File: src/hdl/imfb_pkg.sv
// Package for the interrupt mask and factor-flag bank
package imfb_pkg;
  // Register byte addresses on the bus
  localparam logic [7:0] IMFB_PIN_EN_ADDR = 8'hE8;
  localparam logic [7:0] IMFB_TICK_EN_ADDR = 8'hEB;
  localparam logic [7:0] IMFB_CONV_EN_ADDR = 8'hEC;
  localparam logic [7:0] IMFB_PIN_FLAG_ADDR = 8'hED;
  localparam logic [7:0] IMFB_TICK_FLAG_ADDR = 8'hEF;
  localparam logic [7:0] IMFB_CONV_FLAG_ADDR = 8'hF0;
  localparam logic [7:0] IMFB_CTRL_ADDR = 8'hF4;
  localparam logic [7:0] IMFB_ENTRY_ADDR = 8'hF8;
  // Field positions
  localparam int IMFB_FAST_BIT = 0;
  localparam int IMFB_MID_BIT = 1;
  localparam int IMFB_SLOW_BIT = 2;
  localparam int IMFB_FLAG_BIT = 0;
  localparam int IMFB_EI_BIT = 0;
  // Reset values
  localparam logic [3:0] IMFB_PIN_EN_RST = 4'h0;
  localparam logic [2:0] IMFB_TICK_EN_RST = 3'h0;
  localparam logic IMFB_CONV_EN_RST = 1'b0;
  localparam logic [2:0] IMFB_TICK_FLAG_RST = 3'h0;
  localparam logic IMFB_FLAG_RST = 1'b0;
  // Interrupt entry length in system clock cycles
  localparam int IMFB_ENTRY_CYCLES = 12;
endpackage : imfb_pkg

File: src/hdl/imfb_bank.sv
// Interrupt mask and factor-flag bank with Wishbone slave and entry timer
// Behaviour
// (RULE_01) Timer mask bits at 0EBH: D2 slow, D1 mid, D0 fast; one enables.
// (RULE_02) Converter mask bit at 0ECH D0; one enables, zero masks.
// (RULE_03) Four per-pin mask bits at 0E8H, one per input pin.
// (RULE_04) Read-only pin pending flag at 0EDH D0, set by pin event.
// (RULE_05) Read-only timer pending flags at 0EFH: D2 slow, D1 mid, D0 fast.
// (RULE_06) Read-only converter done flag at 0F0H D0.
// (RULE_07) Each pending flag clears right after its register is read.
// (RULE_08) Unused bits read zero and ignore writes.
// (RULE_09) Reset clears every mask bit and every pending flag.
// (RULE_10) Interrupt only when flag set, mask set and CPU enable set.
// (RULE_11) Interrupt entry takes twelve system clock cycles.
// (RULE_12) Request is OR of each flag ANDed with its mask.
`timescale 1ns/10ps
`default_nettype none
module imfb_bank (
  // Clock and reset
  input wire logic sys_clk,
  input wire logic reset,
  // Wishbone classic slave
  input wire logic wb_cyc_i,
  input wire logic wb_stb_i,
  input wire logic wb_we_i,
  input wire logic [7:0] wb_adr_i,
  input wire logic [3:0] wb_sel_i,
  input wire logic [31:0] wb_dat_i,
  output logic [31:0] wb_dat_o,
  output logic wb_ack_o,
  // Event sources
  input wire logic [3:0] input_pins,
  input wire logic slow_tick_event,
  input wire logic mid_tick_event,
  input wire logic fast_tick_event,
  input wire logic converter_done_event,
  // CPU side
  output logic irq_request,
  output logic entry_busy,
  output logic entry_done
);
  typedef struct packed {
    logic [3:0] pin_en;
    logic [2:0] tick_en;
    logic conv_en;
    logic pin_flag;
    logic [2:0] tick_flag;
    logic conv_flag;
    logic ei;
    logic [3:0] entry_cnt;
    logic busy;
    logic done;
    logic ack;
    logic [31:0] rdata;
  } imfb_bank_s;
  imfb_bank_s st_q;
  imfb_bank_s st_d;

  logic [3:0] pin_rise;
  logic access;
  logic rd;
  logic wr;
  logic [2:0] tick_ev;
  logic pend;

  // Pins come from outside, so synchronise before edge detection
  imfb_sync #(.WIDTH(4)) u_pin_sync (
    .sys_clk(sys_clk),
    .reset(reset),
    .async_in(input_pins),
    .level_out(),
    .rise_out(pin_rise)
  );

  assign access = wb_cyc_i & wb_stb_i & ~st_q.ack;
  assign rd = access & ~wb_we_i;
  assign wr = access & wb_we_i & wb_sel_i[0];
  assign tick_ev = {slow_tick_event, mid_tick_event, fast_tick_event};

  // (RULE_12) Masked flag OR
  assign pend = (st_q.pin_flag & (|st_q.pin_en)) | (|(st_q.tick_flag & st_q.tick_en))
    | (st_q.conv_flag & st_q.conv_en);

  always_comb
  begin
    st_d = st_q;
    st_d.ack = access;
    st_d.done = 1'b0;
    // (RULE_04) Pin event capture
    if (|(pin_rise & st_q.pin_en))
    begin
      st_d.pin_flag = 1'b1;
    end
    // (RULE_08) Unused bits zero
    st_d.rdata = 32'h0000_0000;
    if (rd)
    begin
      case (wb_adr_i)
        imfb_pkg::IMFB_PIN_EN_ADDR: st_d.rdata[3:0] = st_q.pin_en;
        imfb_pkg::IMFB_TICK_EN_ADDR: st_d.rdata[2:0] = st_q.tick_en;
        imfb_pkg::IMFB_CONV_EN_ADDR: st_d.rdata[imfb_pkg::IMFB_FLAG_BIT] = st_q.conv_en;
        imfb_pkg::IMFB_PIN_FLAG_ADDR: st_d.rdata[imfb_pkg::IMFB_FLAG_BIT] = st_q.pin_flag;
        imfb_pkg::IMFB_TICK_FLAG_ADDR: st_d.rdata[2:0] = st_q.tick_flag;
        imfb_pkg::IMFB_CONV_FLAG_ADDR: st_d.rdata[imfb_pkg::IMFB_FLAG_BIT] = st_q.conv_flag;
        imfb_pkg::IMFB_CTRL_ADDR: st_d.rdata[imfb_pkg::IMFB_EI_BIT] = st_q.ei;
        imfb_pkg::IMFB_ENTRY_ADDR: st_d.rdata[4:0] = {st_q.busy, st_q.entry_cnt};
        default: st_d.rdata = 32'h0000_0000;
      endcase
      // (RULE_07) Clear on read; a same-cycle event wins below
      case (wb_adr_i)
        imfb_pkg::IMFB_PIN_FLAG_ADDR: st_d.pin_flag = |(pin_rise & st_q.pin_en);
        imfb_pkg::IMFB_TICK_FLAG_ADDR: st_d.tick_flag = 3'h0;
        imfb_pkg::IMFB_CONV_FLAG_ADDR: st_d.conv_flag = 1'b0;
        default: st_d.pin_flag = st_d.pin_flag;
      endcase
    end
    // (RULE_05) Timer flags set, set beats clear
    st_d.tick_flag = st_d.tick_flag | tick_ev;
    // (RULE_06) Converter flag set
    st_d.conv_flag = st_d.conv_flag | converter_done_event;
    if (wr)
    begin
      case (wb_adr_i)
        // (RULE_03) Per-pin masks
        imfb_pkg::IMFB_PIN_EN_ADDR: st_d.pin_en = wb_dat_i[3:0];
        // (RULE_01) Timer masks
        imfb_pkg::IMFB_TICK_EN_ADDR: st_d.tick_en = wb_dat_i[2:0];
        // (RULE_02) Converter mask
        imfb_pkg::IMFB_CONV_EN_ADDR: st_d.conv_en = wb_dat_i[imfb_pkg::IMFB_FLAG_BIT];
        imfb_pkg::IMFB_CTRL_ADDR: st_d.ei = wb_dat_i[imfb_pkg::IMFB_EI_BIT];
        default: st_d.ei = st_d.ei;
      endcase
    end
    // (RULE_10) Entry only with CPU enable; enable drops on entry
    if (pend && st_q.ei && !st_q.busy)
    begin
      st_d.ei = 1'b0;
      st_d.busy = 1'b1;
      st_d.entry_cnt = 4'h0;
    end
    // (RULE_11) Twelve-cycle entry
    else if (st_q.busy)
    begin
      if (st_q.entry_cnt == 4'(imfb_pkg::IMFB_ENTRY_CYCLES - 1))
      begin
        st_d.busy = 1'b0;
        st_d.done = 1'b1;
      end
      else
      begin
        st_d.entry_cnt = st_q.entry_cnt + 4'h1;
      end
    end
  end

  always_ff @(posedge sys_clk)
  begin
    // (RULE_09) Reset clears masks and flags
    if (reset)
    begin
      st_q <= '0;
      st_q.pin_en <= imfb_pkg::IMFB_PIN_EN_RST;
      st_q.tick_en <= imfb_pkg::IMFB_TICK_EN_RST;
      st_q.conv_en <= imfb_pkg::IMFB_CONV_EN_RST;
      st_q.tick_flag <= imfb_pkg::IMFB_TICK_FLAG_RST;
      st_q.pin_flag <= imfb_pkg::IMFB_FLAG_RST;
      st_q.conv_flag <= imfb_pkg::IMFB_FLAG_RST;
    end
    else
    begin
      st_q <= st_d;
    end
  end

  assign wb_ack_o = st_q.ack;
  assign wb_dat_o = st_q.rdata;
  // (RULE_10) Request gated by CPU enable
  assign irq_request = pend & st_q.ei;
  assign entry_busy = st_q.busy;
  assign entry_done = st_q.done;

  // (RULE_07) Flag read clears
  property p_conv_clear;
    @(posedge sys_clk) disable iff (reset)
    (rd && wb_adr_i == imfb_pkg::IMFB_CONV_FLAG_ADDR && !converter_done_event) |=> !st_q.conv_flag;
  endproperty
  a_conv_clear: assert property (p_conv_clear) else $error("converter flag not cleared by read"); // RULE_07

  // (RULE_06) Event sets flag
  property p_conv_set;
    @(posedge sys_clk) disable iff (reset)
    converter_done_event |=> st_q.conv_flag;
  endproperty
  a_conv_set: assert property (p_conv_set) else $error("converter flag not set"); // RULE_06

  // (RULE_05) Slow tick sets flag
  property p_tick_set;
    @(posedge sys_clk) disable iff (reset)
    slow_tick_event |=> st_q.tick_flag[imfb_pkg::IMFB_SLOW_BIT];
  endproperty
  a_tick_set: assert property (p_tick_set) else $error("slow tick flag not set"); // RULE_05

  // (RULE_08) Unused bits zero
  property p_unused_zero;
    @(posedge sys_clk) disable iff (reset)
    wb_ack_o |-> (wb_dat_o[31:4] == 28'h0000000);
  endproperty
  a_unused_zero: assert property (p_unused_zero) else $error("unused read bits not zero"); // RULE_08

  // (RULE_12) Masked request
  property p_irq_gate;
    @(posedge sys_clk) disable iff (reset)
    (st_q.conv_flag && st_q.conv_en && st_q.ei) |-> irq_request;
  endproperty
  a_irq_gate: assert property (p_irq_gate) else $error("request missing for enabled flag"); // RULE_12

  // (RULE_10) No request without CPU enable
  property p_no_irq_di;
    @(posedge sys_clk) disable iff (reset)
    !st_q.ei |-> !irq_request;
  endproperty
  a_no_irq_di: assert property (p_no_irq_di) else $error("request while CPU enable clear"); // RULE_10

  // (RULE_11) Entry lasts twelve cycles
  property p_entry_len;
    @(posedge sys_clk) disable iff (reset)
    $rose(entry_busy) |-> ##11 entry_busy ##1 (!entry_busy && entry_done);
  endproperty
  a_entry_len: assert property (p_entry_len) else $error("entry length not twelve cycles"); // RULE_11

  // (RULE_01) Timer mask write
  property p_tick_wr;
    @(posedge sys_clk) disable iff (reset)
    (wr && wb_adr_i == imfb_pkg::IMFB_TICK_EN_ADDR) |=> (st_q.tick_en == $past(wb_dat_i[2:0]));
  endproperty
  a_tick_wr: assert property (p_tick_wr) else $error("timer mask write lost"); // RULE_01

  // (RULE_09) Reset clears state
  property p_reset_clear;
    @(posedge sys_clk)
    reset |=> (st_q.pin_en == 4'h0 && st_q.tick_flag == 3'h0 && !irq_request);
  endproperty
  a_reset_clear: assert property (p_reset_clear) else $error("reset did not clear bank"); // RULE_09

  // (RULE_02) Converter mask write
  property p_conv_wr;
    @(posedge sys_clk) disable iff (reset)
    (wr && wb_adr_i == imfb_pkg::IMFB_CONV_EN_ADDR) |=> (st_q.conv_en == $past(wb_dat_i[0]));
  endproperty
  a_conv_wr: assert property (p_conv_wr) else $error("converter mask write lost"); // RULE_02

  // (RULE_03) Per-pin mask write
  property p_pin_wr;
    @(posedge sys_clk) disable iff (reset)
    (wr && wb_adr_i == imfb_pkg::IMFB_PIN_EN_ADDR) |=> (st_q.pin_en == $past(wb_dat_i[3:0]));
  endproperty
  a_pin_wr: assert property (p_pin_wr) else $error("pin mask write lost"); // RULE_03

  // (RULE_04) Enabled pin edge sets flag
  property p_pin_set;
    @(posedge sys_clk) disable iff (reset)
    (|(pin_rise & st_q.pin_en)) |=> st_q.pin_flag;
  endproperty
  a_pin_set: assert property (p_pin_set) else $error("pin flag not set"); // RULE_04

  // (RULE_05) Mid tick sets flag
  property p_mid_set;
    @(posedge sys_clk) disable iff (reset)
    mid_tick_event |=> st_q.tick_flag[imfb_pkg::IMFB_MID_BIT];
  endproperty
  a_mid_set: assert property (p_mid_set) else $error("mid tick flag not set"); // RULE_05

  // (RULE_05) Fast tick sets flag
  property p_fast_set;
    @(posedge sys_clk) disable iff (reset)
    fast_tick_event |=> st_q.tick_flag[imfb_pkg::IMFB_FAST_BIT];
  endproperty
  a_fast_set: assert property (p_fast_set) else $error("fast tick flag not set"); // RULE_05

  // (RULE_07) Timer flag read clears
  property p_tick_clear;
    @(posedge sys_clk) disable iff (reset)
    (rd && wb_adr_i == imfb_pkg::IMFB_TICK_FLAG_ADDR && !(|tick_ev)) |=> (st_q.tick_flag == 3'h0);
  endproperty
  a_tick_clear: assert property (p_tick_clear) else $error("timer flags not cleared by read"); // RULE_07

  // (RULE_07) Pin flag read clears
  property p_pin_clear;
    @(posedge sys_clk) disable iff (reset)
    (rd && wb_adr_i == imfb_pkg::IMFB_PIN_FLAG_ADDR && !(|(pin_rise & st_q.pin_en))) |=> !st_q.pin_flag;
  endproperty
  a_pin_clear: assert property (p_pin_clear) else $error("pin flag not cleared by read"); // RULE_07

  // (RULE_08) Low lane off ignores write
  property p_sel_ignore;
    @(posedge sys_clk) disable iff (reset)
    (access && wb_we_i && !wb_sel_i[0]) |=> $stable({st_q.pin_en, st_q.tick_en, st_q.conv_en});
  endproperty
  a_sel_ignore: assert property (p_sel_ignore) else $error("masked write changed a mask"); // RULE_08

  // (RULE_08) Flag register ignores writes
  property p_flag_ro;
    @(posedge sys_clk) disable iff (reset)
    (wr && wb_adr_i == imfb_pkg::IMFB_TICK_FLAG_ADDR && !(|tick_ev)) |=> $stable(st_q.tick_flag);
  endproperty
  a_flag_ro: assert property (p_flag_ro) else $error("write changed timer flags"); // RULE_08

  // (RULE_09) Reset clears remaining state
  property p_reset_rest;
    @(posedge sys_clk)
    reset |=> (st_q.conv_en == 1'b0 && st_q.tick_en == 3'h0 && !st_q.pin_flag && !st_q.conv_flag);
  endproperty
  a_reset_rest: assert property (p_reset_rest) else $error("reset left a mask or flag set"); // RULE_09

  // (RULE_10) Entry drops CPU enable
  property p_entry_ei;
    @(posedge sys_clk) disable iff (reset)
    $rose(entry_busy) |-> !st_q.ei;
  endproperty
  a_entry_ei: assert property (p_entry_ei) else $error("CPU enable kept on entry"); // RULE_10

  // (RULE_10) Entry needs enable and request
  property p_entry_cause;
    @(posedge sys_clk) disable iff (reset)
    $rose(entry_busy) |-> ($past(st_q.ei) && $past(pend));
  endproperty
  a_entry_cause: assert property (p_entry_cause) else $error("entry without enabled request"); // RULE_10

  // (RULE_12) Timer request gate
  property p_tick_gate;
    @(posedge sys_clk) disable iff (reset)
    ((|(st_q.tick_flag & st_q.tick_en)) && st_q.ei) |-> irq_request;
  endproperty
  a_tick_gate: assert property (p_tick_gate) else $error("request missing for timer flag"); // RULE_12

  // (RULE_12) Pin request gate
  property p_pin_gate;
    @(posedge sys_clk) disable iff (reset)
    (st_q.pin_flag && (|st_q.pin_en) && st_q.ei) |-> irq_request;
  endproperty
  a_pin_gate: assert property (p_pin_gate) else $error("request missing for pin flag"); // RULE_12

  // (RULE_05) Timer flags readable
  property p_read_flags;
    @(posedge sys_clk) disable iff (reset)
    (rd && wb_adr_i == imfb_pkg::IMFB_TICK_FLAG_ADDR) |=> (wb_ack_o && wb_dat_o[2:0] == $past(st_q.tick_flag));
  endproperty
  a_read_flags: assert property (p_read_flags) else $error("timer flags read wrong"); // RULE_05

  // (RULE_11) Done follows busy only
  property p_done_pulse;
    @(posedge sys_clk) disable iff (reset)
    entry_done |-> (!entry_busy && $past(entry_busy));
  endproperty
  a_done_pulse: assert property (p_done_pulse) else $error("done without finished entry"); // RULE_11
endmodule : imfb_bank
`default_nettype wire

File: src/hdl/imfb_sync.sv
// Two-flop synchroniser with rising-edge pulse output
`timescale 1ns/10ps
`default_nettype none
module imfb_sync #(
  parameter int WIDTH = 4
) (
  // Clock and reset
  input wire logic sys_clk,
  input wire logic reset,
  // Asynchronous in, synchronous out
  input wire logic [WIDTH-1:0] async_in,
  output logic [WIDTH-1:0] level_out,
  output logic [WIDTH-1:0] rise_out
);
  typedef struct packed {
    logic [WIDTH-1:0] meta;
    logic [WIDTH-1:0] sync;
    logic [WIDTH-1:0] last;
  } imfb_sync_s;
  imfb_sync_s st_q;
  imfb_sync_s st_d;

  always_comb
  begin
    st_d = st_q;
    st_d.meta = async_in;
    st_d.sync = st_q.meta;
    st_d.last = st_q.sync;
  end

  always_ff @(posedge sys_clk)
  begin
    if (reset)
    begin
      st_q <= '0;
    end
    else
    begin
      st_q <= st_d;
    end
  end

  // Edge taken from the second and third flops only
  assign level_out = st_q.sync;
  assign rise_out = st_q.sync & ~st_q.last;
endmodule : imfb_sync
`default_nettype wire

File: config.mk
export PLATFORM = sky130hd
export DESIGN_NAME = imfb_bank
export DESIGN_NICKNAME = d
export VERILOG_FILES = /design/src/hdl/imfb_pkg.sv /design/src/hdl/imfb_bank.sv /design/src/hdl/imfb_sync.sv
export SDC_FILE = /design/constraint.sdc
export NUM_CORES = 1
export LEC_CHECK = 0
export BUFFER_PORTS_ARGS = -buffer_cell sky130_fd_sc_hd__buf_2
export CAP_MARGIN = 20
export CORE_AREA = 2 2 67 69
export CTS_BUF_LIST = sky130_fd_sc_hd__clkbuf_4
export DETAILED_ROUTE_END_ITERATION = 7
export DIE_AREA = 0 0 69 71
export GPL_TIMING_DRIVEN = 0
export PLACE_DENSITY = 0.79
export SLEW_MARGIN = 20
export SYNTH_ARGS = -nofsm -noshare
export SYNTH_HDL_FRONTEND = slang
export SYNTH_SLANG_ARGS = --single-unit
File: constraint.sdc
create_clock -name sys_clk -period 1.45 [get_ports sys_clk]
set_input_delay 0 -clock sys_clk [delete_from_list [all_inputs] [get_ports sys_clk]]
set_output_delay 0 -clock sys_clk [all_outputs]
set_load 0.05 [all_outputs]
==> results.json <==
{
  "status": "complete, but fails checks",
  "violations": "setup timing",
  "ys_types": 48,
  "grt_max_degree": 13,
  "ys_ff_latch": 38,
  "synthesis.area_sq_um": 1960,
  "vias": 1696,
  "ys_seq_area_frac": 0.388,
  "synth_common_cells": "38 x dfxtp_1, 32 x buf_4, 15 x a21oi_1",
  "hold_path_startpoint": "wb_we_i",
  "setup_viol": 2,
  "crit_fanout": 5,
  "ir_drop_uv": 795,
  "async_flop_share": 0,
  "avgSynthCellArea_sq_um": 9.07,
  "finalMaxSlewViolations": 0,
  "rsz0062_at_grt": "yes",
  "die_area_sq_um": 4900,
  "synth.top_cell.area_share": 0.388,
  "r2r-end": "st_q[50]",
  "grt_use_total": 0.183,
  "post_drt_via_cell_ratio": 4.79,
  "met3_length_microns": 348,
  "route.detailed.drc": 0,
  "synth_most_common_cell": "dfxtp_1",
  "drv_cap": 0,
  "p_leak_nw": 1.16,
  "holdPathEnd": "wb_dat_o[4]",
  "wl_mm": 4.31,
  "dp_hpwl_mm": 3.10,
  "critPathArrivalTime_ns": 1.71,
  "cts.htree.levels": 2,
  "postRouteAntennaNets": 0,
  "final_layout_size_suffix_gt1_frac": 0.338,
  "cts.path.max_buffers": 2,
  "clock_latency_ns": 0.35,
  "cts_tree": "done",
  "synth_flop_cell": "dfxtp_1",
  "met1_length_mm": 1.83,
  "antenna-diode-count": 0,
  "num_rows": 24,
  "worstHoldPathType": "in2reg",
  "rrSetupSlack_ns": -0.02,
  "setup_ws_ns": -0.0215,
  "fin_skew_ns": 0.0111,
  "core_sq_um": 4200,
  "hold_viol_final": 0,
  "placed_area_sq_um": 2310,
  "crit_required_ns": 1.69,
  "gp_congestion": 0.940,
  "grt_pass1_vias": 1559,
  "cts.sink_count": 38,
  "final_cell_area_sq_um": 2610,
  "fmax_mhz": 680,
  "grt_pass1_wl_mm": 7.07,
  "crit_type": "reg2reg",
  "synth_area_leader_cell": "dfxtp_1",
  "crit_path_start_kind": "flip-flop",
  "overflow": 0,
  "top_level_ports": 93,
  "wl_met2_mm": 2.06,
  "end_kind": "flip-flop",
  "worstHoldPathCells": 4,
  "portBuffers": 32,
  "dr.pass1.iters": 4,
  "wl_per_cell_microns": 12.2,
  "r2r_cells": 4,
  "clockRootBuffer": "clkbuf_4",
  "period_share": 1.01,
  "finalCriticalPeriod_ns": 1.47,
  "fin_nets": 359,
  "synth_warnings": 0,
  "clk_pin_slew_worst_paths_ns": 0.12,
  "initial_core_util": 0.466,
  "drt-initial-drc-count": 114,
  "cts_inserted_buffers": 5,
  "synthCells": 216,
  "power_density_nw_per_um2": 781,
  "synth_edf_count": 0,
  "finalSetupTns_ns": -0.0241,
  "grt_antenna_before_repair": 0,
  "synthToLayoutAreaGrowth_pct": 33.5,
  "synth_area_leaders": "dfxtp_1 39%, buf_4 12%, a21oi_1 3.8%",
  "chipHeight_microns": 71,
  "die_x_microns": 69,
  "dr.max_layer_used": "met4",
  "rr_startpoint": "wb_ack_o"
}
critical path: stages, from the launching register on:
cell      delay, ns
dfxtp_4        0.38
nand3b_1       0.26
or3_4          0.49
o21ai_1        0.14
a21oi_1        0.08
state kept, by name, summed over array words and instances (netlist names):
register	flops
u_pin_sync.st_q	4
entry_busy	1
wb_ack_o	1
entry_done	1
u_pin_sync.level_out	4
st_q	18
u_pin_sync.st_d	4
wb_dat_o	5
cell type report:
cell class	instances	area, sq um
Fill cell	364	1590
Multi-Input combinational cell	156	1040
Sequential cell	38	768
Timing Repair Buffer	52	359
Buffer	40	295
Tap cell	52	65.1
Clock buffer	5	37.5
Inverter	8	30.0
Clock inverter	3	16.3
cells in the final DEF (no fill, tap or decap), types with 2 or more instances in the layout:
master / instances
mux2i_1: 6
nor2_1: 8
a21oi_1: 15
dfxtp_2: 3
a32oi_1: 2
buf_2: 32
inv_1: 8
clkbuf_4: 5
buf_6: 4
mux2_2: 2
nor2b_1: 12
xor2_1: 3
nor3_2: 2
dfxtp_1: 34
o21ai_0: 2
a22oi_1: 3
nor4_4: 2
nand3b_1: 5
buf_4: 35
o2bb2ai_1: 2
dlygate4sd3_1: 17
and2_1: 3
o21ai_1: 2
nand3_1: 12
nand2_1: 11
nand4_1: 3
conb_1: 27
clkbuf_1: 3
o21ai_2: 3
nand2b_1: 7
logic make-up (layout without fill, tap and decap cells):
| kind of cell | after synthesis | count (layout) | share of synthesized area |
|---|---|---|---|
| simple gates | 78 | 78 | 0.256 |
| buf+inv | 48 | 108 | 0.165 |
| compound gates | 39 | 39 | 0.126 |
| flops | 38 | 38 | 0.388 |
| mux | 8 | 8 | 0.0422 |
| xor+xnor | 3 | 3 | 0.0134 |
| fa+ha+maj | 1 | 1 | 0.00639 |
| other cells | 1 | 27 | 0.00192 |
metal layers:
| metal | GRT usage | vias to the layer above |
|---|---|---|
| met3 | 0.0541 | 7 |
| li1 | - | 861 |
| met2 | 0.308 | 69 |
| met4 | 0.0763 | 0 |
| met5 | 0 | - |
| met1 | 0.219 | 759 |
through the flow:
stage,hold WS (ns),total power [mW],utilization,setup slack (ns),instances
after floorplan,0.0704,1.40,-,0.00861,242
after global placement,0.208,1.47,0.549,-0.201,326
after detailed placement,0.215,1.47,0.549,-0.213,326
after CTS,0.00113,2.05,0.616,-0.000385,354
after global routing,0.0237,2.13,0.622,-0.0983,354
final,0.00883,2.04,0.622,-0.0215,354
repair_timing:
item | in CTS | in global routing
buffers inserted | 3 | 0
hold buffers | 17 | 0
gates resized for setup | 7 | 8
endpoints found under the hold margin | 22 | 0
endpoints found under the setup margin | 16 | 18
pin swaps | 3 | 6
worst max-delay path by stage:
stage / start / endpoint / cells past startpoint
after floorplan: wb_ack_o / st_q[45] / 4
after global placement: wb_ack_o / st_q[41] / 4
after detailed placement: wb_ack_o / st_q[43] / 4
after CTS: wb_ack_o / st_q[46] / 5
after global routing: wb_ack_o / st_q[50] / 4
final: wb_ack_o / st_q[50] / 4
power by group:
group / switching (mW) / internal, mW
logic: 0.265 / 0.157
clock network: 0.362 / 0.180
registers: 0.0126 / 1.06
Note: power is estimated with default switching activity, not from simulation.
